===== src/rtl/eerw_cfg.svh =====
`ifndef EERW_CFG_SVH
`define EERW_CFG_SVH
// I/O-space register offsets
`define EERW_OFS_CONTROL   6'h1c
`define EERW_OFS_DATA      6'h1d
`define EERW_OFS_ADDRESS   6'h1e
// Control register bit positions
`define EERW_BIT_READ      0
`define EERW_BIT_WRITE     1
`define EERW_BIT_ARM       2
`define EERW_BIT_RIE       3
// Reset value of the control register
`define EERW_CTRL_RESET    4'h0
// Timing
`define EERW_CLK_HZ        50000000
`define EERW_WRITE_US      4000
`define EERW_WRITE_CYCLES  ((`EERW_WRITE_US * (`EERW_CLK_HZ / 1000000)))
`define EERW_ARM_CYCLES    3'h4
`define EERW_WR_HALT       3'h2
`define EERW_RD_HALT       3'h4
// Memory depth
`define EERW_DEPTH         256
`endif


===== src/rtl/eerw_pkg.sv =====
package eerw_pkg;
    // Write engine states
    typedef enum logic [1:0] {
        EERW_IDLE = 2'b01,
        EERW_BUSY = 2'b10
    } eerw_state_t;
    typedef logic [7:0] eerw_byte_t;
endpackage : eerw_pkg


===== src/rtl/eerw_ctrl.sv =====
// Overview of operation
// - Write strobe held through timed write, then cleared
// - Ongoing write finishes despite reset
// - Write strobe halts CPU two cycles
// - Read strobe halts CPU four cycles
// - Address register selects byte linearly, unreset
// - Data register holds write byte, read result
// - Control bits seven to four read zero
// - Ready interrupt while write strobe reads zero
// - Write starts only when arm already set
// - Arm bit self-clears four cycles later
// - Read strobe fetches byte, self-clears
// - Address/data write aborts ongoing write
`timescale 1ns/1ps
`default_nettype none
`include "eerw_cfg.svh"
module eerw_ctrl (
    input  wire logic             CLOCK_IN,
    input  wire logic             RST_B_IN,
    input  wire logic [5:0]       IO_ADDR_IN,
    input  wire logic             IO_WR_IN,
    input  wire logic             IO_RD_IN,
    input  wire eerw_pkg::eerw_byte_t IO_WDATA_IN,
    input  wire logic             GLOBAL_IRQ_EN_IN,
    output logic [7:0]            IO_RDATA_OUT,
    output logic                  CPU_HALT_OUT,
    output logic                  READY_IRQ_OUT,
    output logic                  WRITE_ABORT_OUT
);
    import eerw_pkg::*;

    localparam int WR_CYC = `EERW_WRITE_CYCLES;    // Self-timed write length

    // Register state
    logic [7:0]  addr_q, addr_d;                   // Address, no reset
    logic [7:0]  data_q, data_d;                   // Data, no reset
    logic        rie_q, rie_d;                     // Ready irq enable
    logic        arm_q, arm_d;                     // Master write arm
    logic [2:0]  arm_cnt_q, arm_cnt_d;             // Arm timeout count
    logic        rd_q, rd_d;                       // Read strobe
    logic [2:0]  halt_q, halt_d;                   // CPU halt count
    logic        halt_out_q, halt_out_d;           // Registered stall level
    logic        rd_pend_q, rd_pend_d;             // Memory read in flight
    logic [7:0]  rdata_q, rdata_d;                 // Read mux register
    logic        irq_q, irq_d;                     // Interrupt output
    logic        abort_q, abort_d;                 // Abort pulse
    // Write engine, never reset
    eerw_state_t st_q, st_d;                       // Engine state
    logic [17:0] wcnt_q, wcnt_d;                   // Write timer
    logic        mem_we;                           // Commit strobe to array
    logic [7:0]  mem_rdata;                        // Array read data
    logic [7:0]  ctrl_rd;                          // Control read view

    // Decoded accesses
    wire wr_ctl  = IO_WR_IN && (IO_ADDR_IN == `EERW_OFS_CONTROL);
    wire wr_dat  = IO_WR_IN && (IO_ADDR_IN == `EERW_OFS_DATA);
    wire wr_adr  = IO_WR_IN && (IO_ADDR_IN == `EERW_OFS_ADDRESS);
    wire busy    = (st_q == EERW_BUSY);
    wire wr_go   = wr_ctl && IO_WDATA_IN[`EERW_BIT_WRITE] && arm_q && !busy;

    // Control view, upper nibble zero
    always_comb begin
        ctrl_rd = {4'h0, rie_q, arm_q, busy, rd_q};
    end

    // Register file and strobe handling
    always_comb begin
        addr_d    = addr_q;
        data_d    = data_q;
        rie_d     = rie_q;
        arm_d     = arm_q;
        arm_cnt_d = arm_cnt_q;
        rd_d      = rd_q;
        halt_d    = (halt_q != 3'h0) ? halt_q - 3'h1 : 3'h0;
        rd_pend_d = 1'b0;
        // Plain register loads from the CPU
        if (wr_adr) begin
            addr_d = IO_WDATA_IN;
        end
        if (wr_dat) begin
            data_d = IO_WDATA_IN;
        end
        // Arm timeout
        if (arm_q) begin
            arm_cnt_d = arm_cnt_q - 3'h1;
            if (arm_cnt_q == 3'h1) begin
                arm_d = 1'b0;
            end
        end
        // Control write: enable, arm and strobes
        if (wr_ctl) begin
            rie_d = IO_WDATA_IN[`EERW_BIT_RIE];
            if (IO_WDATA_IN[`EERW_BIT_ARM]) begin
                arm_d     = 1'b1;
                arm_cnt_d = `EERW_ARM_CYCLES;
            end
            // Read strobe: fetch and halt
            if (IO_WDATA_IN[`EERW_BIT_READ] && !busy) begin
                rd_d      = 1'b1;
                rd_pend_d = 1'b1;
                halt_d    = `EERW_RD_HALT;
            end else if (wr_go) begin
                halt_d = `EERW_WR_HALT;
            end
        end
        // Array data lands, strobe drops
        if (rd_pend_q) begin
            data_d = mem_rdata;
            rd_d   = 1'b0;
        end
    end

    // Write engine next state
    always_comb begin
        st_d    = st_q;
        wcnt_d  = wcnt_q;
        mem_we  = 1'b0;
        abort_d = 1'b0;
        unique case (st_q)
            EERW_IDLE: begin
                // Armed strobe launches the timed write
                if (wr_go) begin
                    st_d   = EERW_BUSY;
                    wcnt_d = 18'(WR_CYC - 1);
                end
            end
            EERW_BUSY: begin
                // Address or data touched mid-write: give up
                if (wr_adr || wr_dat) begin
                    st_d    = EERW_IDLE;
                    abort_d = 1'b1;
                end else if (wcnt_q == 18'h0) begin
                    // Timer expired: commit byte, strobe drops
                    st_d   = EERW_IDLE;
                    mem_we = 1'b1;
                end else begin
                    // Count down the self-timed period
                    wcnt_d = wcnt_q - 18'h1;
                end
            end
            // Unknown code after power-up falls back to idle
            default: begin
                st_d = EERW_IDLE;
            end
        endcase
    end

    // Outputs next values
    always_comb begin
        rdata_d = 8'h00;
        unique case (IO_ADDR_IN)
            `EERW_OFS_CONTROL: rdata_d = ctrl_rd;
            `EERW_OFS_DATA:    rdata_d = data_q;
            `EERW_OFS_ADDRESS: rdata_d = addr_q;
            default:           rdata_d = 8'h00;
        endcase
        irq_d = rie_q && GLOBAL_IRQ_EN_IN && !busy;
        // Stall stays high while the count is nonzero
        halt_out_d = (halt_d != 3'h0);
    end

    // Resettable control registers
    always_ff @(posedge CLOCK_IN or negedge RST_B_IN) begin
        if (!RST_B_IN) begin
            // Control state returns to its defaults
            rie_q     <= 1'b0;
            halt_out_q <= 1'b0;
            arm_q     <= 1'b0;
            arm_cnt_q <= 3'h0;
            rd_q      <= 1'b0;
            halt_q    <= 3'h0;
            rd_pend_q <= 1'b0;
            rdata_q   <= 8'h00;
            irq_q     <= 1'b0;
            abort_q   <= 1'b0;
        end else begin
            // Normal update from next-state logic
            rie_q     <= rie_d;
            halt_out_q <= halt_out_d;
            arm_q     <= arm_d;
            arm_cnt_q <= arm_cnt_d;
            rd_q      <= rd_d;
            halt_q    <= halt_d;
            rd_pend_q <= rd_pend_d;
            rdata_q   <= rdata_d;
            irq_q     <= irq_d;
            abort_q   <= abort_d;
        end
    end

    // Unreset registers: address, data and write engine
    // Reset must not reach here: a started write has to finish
    always_ff @(posedge CLOCK_IN) begin
        addr_q <= addr_d;
        data_q <= data_d;
        st_q   <= (st_d == EERW_BUSY) ? EERW_BUSY : EERW_IDLE;
        wcnt_q <= wcnt_d;
    end

    // Top outputs straight from registers
    always_comb begin
        CPU_HALT_OUT    = halt_out_q;
        IO_RDATA_OUT    = rdata_q;
        READY_IRQ_OUT   = irq_q;
        WRITE_ABORT_OUT = abort_q;
    end

    // Nonvolatile array
    // Read port follows the address register so a strobe sees fresh data
    eerw_mem u_mem (
        .clk_in      (CLOCK_IN),
        .wr_en_in    (mem_we),
        .wr_addr_in  (addr_q),
        .wr_data_in  (data_q),
        .rd_addr_in  (addr_q),
        .rd_data_out (mem_rdata)
    );
endmodule : eerw_ctrl
`default_nettype wire


===== src/rtl/eerw_mem.sv =====
`timescale 1ns/1ps
`default_nettype none
`include "eerw_cfg.svh"
module eerw_mem (
    input  wire logic       clk_in,
    input  wire logic       wr_en_in,
    input  wire logic [7:0] wr_addr_in,
    input  wire logic [7:0] wr_data_in,
    input  wire logic [7:0] rd_addr_in,
    output logic      [7:0] rd_data_out
);
    // Byte array, no reset: contents are nonvolatile
    logic [7:0] mem_q [0:`EERW_DEPTH-1];

    // Write port
    always_ff @(posedge clk_in) begin
        if (wr_en_in) begin
            mem_q[wr_addr_in] <= wr_data_in;
        end
    end

    // Registered read port
    always_ff @(posedge clk_in) begin
        rd_data_out <= mem_q[rd_addr_in];
    end
endmodule : eerw_mem
`default_nettype wire


===== config.mk =====
export PLATFORM = sky130hd
export DESIGN_NAME = eerw_ctrl
export DESIGN_NICKNAME = d
export VERILOG_FILES = /design/src/rtl/eerw_pkg.sv /design/src/rtl/eerw_ctrl.sv /design/src/rtl/eerw_mem.sv
export VERILOG_INCLUDE_DIRS = /design/src /design/src/rtl
export SDC_FILE = /design/constraint.sdc
export NUM_CORES = 2
export LEC_CHECK = 0
export ABC_AREA = 1
export BUFFER_PORTS_ARGS = -buffer_cell sky130_fd_sc_hd__clkbuf_2
export CAP_MARGIN = 20
export CORE_MARGIN = 3
export CORE_UTILIZATION = 45
export CTS_BUF_LIST = sky130_fd_sc_hd__clkbuf_4 sky130_fd_sc_hd__clkbuf_8 sky130_fd_sc_hd__clkbuf_16
export DETAILED_ROUTE_END_ITERATION = 8
export PLACE_DENSITY_LB_ADDON = 0.3
export SYNTH_ARGS = -nofsm -noshare
export SYNTH_HDL_FRONTEND = slang
export SYNTH_SLANG_ARGS = --single-unit
export TNS_END_PERCENT = 20

===== constraint.sdc =====
create_clock -name CLOCK_IN -period 4 [get_ports CLOCK_IN]
set_input_delay 0.4 -clock CLOCK_IN [delete_from_list [all_inputs] [get_ports CLOCK_IN]]
set_output_delay 0.4 -clock CLOCK_IN [all_outputs]
set_load 0.03 [all_outputs]

Yosys cells after proc, flatten, opt, wreduce, memory -nomap -nowiden
Memories as Yosys holds them, arrays and structs flattened. A register that Yosys moved wholly into a read port is not among the register bits.
Index checks and enable logic that the tools add are counted.
{"block": "word_totals", "ff_bits": 57, "ramBits": 2048, "input_bits": 19, "elab_cells": 83, "mem_count": 1}
{"block": "op_classes", "addsub": 3, "n_eq_ne": 10, "n_mux": 35, "n_reduce_logical": 20}
{"memory": "u_mem.mem_q", "depth": 256, "word_bits": 8, "rd": 1, "rd_ports_with_merged_regs": 1, "write_ports": 1, "line": "eerw_mem.sv:13", "text": "logic [7:0] mem_q [0:`EERW_DEPTH-1];"}
{"cell": "2-to-1 mux 18 bit", "count": 3}
{"cell": "one-hot mux 18 bit (2 select lines)", "count": 1}
{"cell": "one-hot mux 8 bit (3 select lines)", "count": 1}
{"cell": "2-to-1 mux 3 bit", "count": 7}
{"cell": "== test 6 x 5 -> 1 bit, second input constant", "count": 3}
{"cell": "logical NOT 18 bit", "count": 1}
{"cell": "subtractor 18 x 1 -> 18 bit, second input constant", "count": 1}
{"cell": "2-to-1 mux 1 bit", "count": 16}
{"cell": "2-to-1 mux 8 bit", "count": 2}
{"cell": "logical AND 1 bit", "count": 9}
{"cell": "2-to-1 mux 2 bit", "count": 4}
{"cell": "nonzero test 2 bit", "count": 4}
{"cell": "inequality test 2 bit, second input constant", "count": 3}
{"cell": "nonzero test 3 bit", "count": 2}
{"cell": "subtractor 3 x 1 -> 3 bit, second input constant", "count": 2}
{"cell": "== test 2 bit, second input constant", "count": 2}
{"cell": "one-hot mux 2 bit (2 select lines)", "count": 1}
{"cell": "AND reduction 4 bit", "count": 1}
{"cell": "== test 3 x 1 -> 1 bit, second input constant", "count": 1}
{"cell": "== test 2 x 1 -> 1 bit, second input constant", "count": 1}
{"cell": "AND reduction 2 bit", "count": 1}
{"cell": "logical NOT 1 bit", "count": 1}
{"cell": "logical OR 1 bit", "count": 1}

Logic depth before layout (Yosys ltp)
{"block": "logic_depth", "word_depth": 9, "ltp_mapped": 16, "ltp_nobuf": 13}

Cells and area by module
From an unflattened synthesis, not the netlist that was laid out.
{"block": "hier_totals", "cells_unflattened": 7294, "hier_area_um2": 86125.1}
{"mod": "eerw_mem", "instances": 1, "cells_per_inst": 7003, "area_per_inst_um2": 83396.2}
{"mod": "eerw_ctrl", "instances": 1, "cells_per_inst": 291, "area_per_inst_um2": 2728.9}

Worst setup path after synthesis
Ideal clock, no wire load.
{"block": "synth_path", "path_type": "register -> register", "startpoint": "register data_q[0]", "endpoint": "memory u_mem.mem_q[0][0] (data pin)", "setup_time_ns": 0.821, "arrival_time_ns": 3.243, "t_required_ns": 3.179, "path_slack_ns": -0.064, "stages_incl_launch_ff": 1, "n_path_buf": 0, "synth_period_minus_slack_ns": 4.064, "cell_sequence": "edfxtp_1"}
{"item": "start: declaration", "line": "eerw_ctrl.sv:36", "text": "logic [7:0] data_q, data_d;"}
{"item": "start signal: assignment", "line": "eerw_ctrl.sv:195", "text": "data_q <= data_d;"}
{"item": "end: declaration", "line": "eerw_mem.sv:13"}
Straight into the memory's write port.

Final worst setup path
{"block": "layout_path", "startpoint": "register wcnt_q[0]", "endpoint": "memory u_mem.mem_q[244][3], enable pin"}
{"block": "layout_between", "elab_chain_cells": 6}
{"item": "start: declaration", "line": "eerw_ctrl.sv:49", "text": "logic [17:0] wcnt_q, wcnt_d;"}
{"item": "start signal: assignment", "line": "eerw_ctrl.sv:197", "text": "wcnt_q <= wcnt_d;"}
{"item": "logical NOT 18 bit", "line": "eerw_ctrl.sv:132", "text": "end else if (wcnt_q == 18'h0) begin"}
{"item": "2-to-1 mux 1 bit", "line": "eerw_ctrl.sv:132"}
{"item": "2-to-1 mux 1 bit", "line": "eerw_ctrl.sv:129", "text": "if (wr_adr || wr_dat) begin"}
{"item": "2-to-1 mux 1 bit", "line": "eerw_ctrl.sv:119", "text": "unique case (st_q)"}
{"item": "2-to-1 mux 1 bit", "line": "eerw_mem.sv:17", "text": "if (wr_en_in) begin"}
{"item": "2-to-1 mux 1 bit (not written as such)", "line": "eerw_mem.sv:18", "text": "mem_q[wr_addr_in] <= wr_data_in;"}
No other way between the ends.

==> summary.md <==
| Metric | Value |
|---|---|
| Status | completed |
| Worst-path maximum fanout | 14 |
| Hold path startpoint | IO_ADDR_IN[4] |
| Core Rows | 160 |
| Hpwl dp | 130000 um |
| Synth Register Bits | 2113 |
| CTS Root Cell | clkbuf_16 |
| Post-route DRC | 0 |
| Share of cells above drive strength 1 | 0.0795 |
| Hold Violations, Final | 0 |
| WL per Instance | 20.4 um |
| Synth Area per Inst | 10.5 sq um |
| First-pass GRT wire length | 339000 um |
| Measured slew at the worst slew-check pin | 1.18 ns |
| LEAKAGE | 39.2 nW |
| Worst IR Drop VDD | 0.336 mV |
| Crit. End Element | flip-flop |
| Top library cells by usage in the layout, fill and taps aside | 4807 x nand2_1, 2082 x edfxtp_1, 386 x nor2_1 |
| Routed wire length | 226000 um |
| Power density cells | 439 nW/um^2 |
| Synth Instances | 8278 |
| Synthesized cell area | 87100 sq um |
| Router iterations before antenna repair | 6 |
| Final setup viols | 0 |
| CTS max path bufs | 3 |
| Initial core utilization | 0.455 |
| Die H | 446 um |
| Initial antenna violation count | 6 |
| MaxCap Viol Count | 0 |
| Num CTS Buffers | 203 |
| Clock skew | 0.0417 ns |
| Commonest non-fill, non-tap cell in the layout | nand2_1 |
| Rel. slew slack | 0.216 |
| Max Fclk | 261 MHz |
| Arr. time, crit path | 4.30 ns |
| Nets | 8424 |
| Inst Count DP | 10700 |
| Ys Warns | 0 |
| Die area | 199000 sq um |
| Antenna Violating Nets Remaining | 0 |
| Iter 0 DRT Violations | 5939 |
| CP required | 4.46 ns |
| RR Startpoint | wcnt_q[0] |
| Die width | 446 um |
| Final instance area | 98400 sq um |
| Largest net degree at the start of global routing | 170 |
| GRT Residual Overflow | 0 |
| Minimum clock period | 3.83 ns |
| Net Count, Synth | 8302 |
| Final Non-Filler Cells | 11100 |
| Worst Setup Path Type | reg2reg |
| GP Congestion | 0.888 |
| Yosys cell types | 32 |
| GRT Overall Usage | 0.224 |
| Fillers | 16500 |
| Vias per inst | 5.21 |
| Synthesis-to-layout area growth | 13.0% |
| Vias in the first global route | 55700 |
| Core ar. | 191000 sq um |
| Clock slew at reported path FFs | 0.06 ns |
| Hold crit path type | in2reg |
| CP startpoint | wcnt_q[0] |
| CTS tree | done |
| Final Max Slew Viols | 0 |
| DR vias | 57800 |
| Period Utilization, post-route | 0.959 |
| Area of the multi-input gates | 22100 sq um |
| RSZ-0062 raised after global routing | yes |
| Worst skew pair latency | 0.86 ns |
| Placed Area | 91600 sq um |
| IO buf count | 28 |
| H-tree levels | 4 |
| Setup TNS Final | 0 ns |
| Post-synthesis sequential area ratio | 0.726 |
| Worst setup SP type | flip-flop |
| Total power | 43.2 mW |
| FF/Latch Area | 63200 sq um |
| IO Count | 30 |
| Clock sinks | 2113 |
[stage by stage]
stage	utilization	setup WS (ns)	hold WS (ns)
3_3_place_gp	0.479	0.276	0.385
5_1_grt	0.514	-0.0458	0.282
4_1_cts	0.514	0.189	0.160
2_1_floorplan	-	-0.0635	0.104
3_5_place_dp	0.479	0.254	0.389
6_report	0.514	0.165	0.225
[cells by family (layout without fill, tap and decap cells)]
| group | count (synthesis) | after routing | synth area share |
|---|---|---|---|
| simple gates | 5436 | 5436 | 0.238 |
| xor+xnor | 3 | 3 | 0.000302 |
| buf+inv | 487 | 780 | 0.0216 |
| other cells | 0 | 1 | 0 |
| flops | 2113 | 2113 | 0.726 |
| compound gates | 234 | 234 | 0.0137 |
| fa+ha+maj | 5 | 5 | 0.000718 |
[cells in the mapped netlist]
library cell | count | share of area
buf_4 | 1 | 0.000086
or2_2 | 3 | 0.00022
clkinv_1 | 1 | 0.000043
nor2_4 | 1 | 0.00013
buf_1 | 26 | 0.0011
buf_6 | 1 | 0.00013
dfxtp_1 | 10 | 0.0023
a21oi_1 | 44 | 0.0025
inv_2 | 2 | 0.000086
o21ai_1 | 15 | 0.00086
dfrtp_1 | 21 | 0.0060
nand2_1 | 4817 | 0.21
nor2_2 | 3 | 0.00022
o221ai_1 | 3 | 0.00030
nor2_1 | 395 | 0.017
xor2_1 | 1 | 0.00010
edfxtp_1 | 2082 | 0.72
nand3_1 | 195 | 0.011
buf_2 | 36 | 0.0021
o21ai_0 | 168 | 0.0096
nand4_1 | 5 | 0.00036
xnor2_1 | 2 | 0.00020
o21a_1 | 1 | 0.000086
nor4_1 | 1 | 0.000072
nand2_2 | 11 | 0.00079
inv_1 | 69 | 0.0030
nor3_1 | 4 | 0.00023
a211oi_1 | 1 | 0.000086
o211ai_1 | 2 | 0.00017
clkbuf_1 | 351 | 0.015
ha_1 | 5 | 0.00072
nor3b_1 | 1 | 0.000086
[repair_timing]
item	in CTS	in global routing
resized for setup	0	2
setup endpoints to repair	0	77
hold buffers	22	0
endpoints found under the hold margin	51	0
buffers inserted	0	0
[final timing paths]
path	end	slack, ns	depth (start not counted)
max reg2reg	u_mem.mem_q[244][3]	0.17	12
min	WRITE_ABORT_OUT	0.22	7
max	u_mem.mem_q[244][3]	0.17	12
min in group asynchronous	IO_RDATA_OUT[4]	0.46	3
min reg2reg	READY_IRQ_OUT	0.51	2
max in group asynchronous	WRITE_ABORT_OUT	2.24	4
[power by group]
group          total (mW)  internal [mW]  switching [mW]
registers            24.0           24.0          0.0190
logic               0.382          0.112           0.270
clock network        18.8           10.5            8.28
[area by class of cell]
| class | count | share of cell area |
|---|---|---|
| antenna | 1 | 0.0000254 |
| clock buffer | 246 | 0.0552 |
| clock inverter | 130 | 0.0116 |
| inverter | 72 | 0.00297 |
| multi-input combinational | 5678 | 0.224 |
| sequential | 2113 | 0.643 |
| tap | 2511 | 0.0319 |
| timing repair buffer | 332 | 0.0313 |
[sequential cells by signal, summed over array words and instances (netlist names), 2 cells and up]
register	flops
IO_RDATA_OUT	8
u_mem.rd_data_out	8
u_mem.mem_q	2048
data_q	8
arm_cnt_q	3
addr_q	8
wcnt_q	18
halt_q	3
st_q	2
[routing by layer]
layer	global-route usage	part of all wire	wire, um
met5	0	0.000058	13
met4	0.0751	0.032	7170
met3	0.0383	0.084	18900
met2	0.360	0.47	105000
met1	0.312	0.42	94800
[worst max-delay path: stages (launching register included)]
cell	delay, ns
edfxtp_1	0.38
inv_1	0.10
ha_1	0.20
nand2_1	0.09
nor2_2	0.12
nand4_1	0.17
nor2_2	0.17
nand3_1	0.12
nor2_2	0.13
nand2_2	0.10
nor2_4	0.63
nand2_1	0.50
nor2_1	0.68
Power figures use the tool's default switching activity.
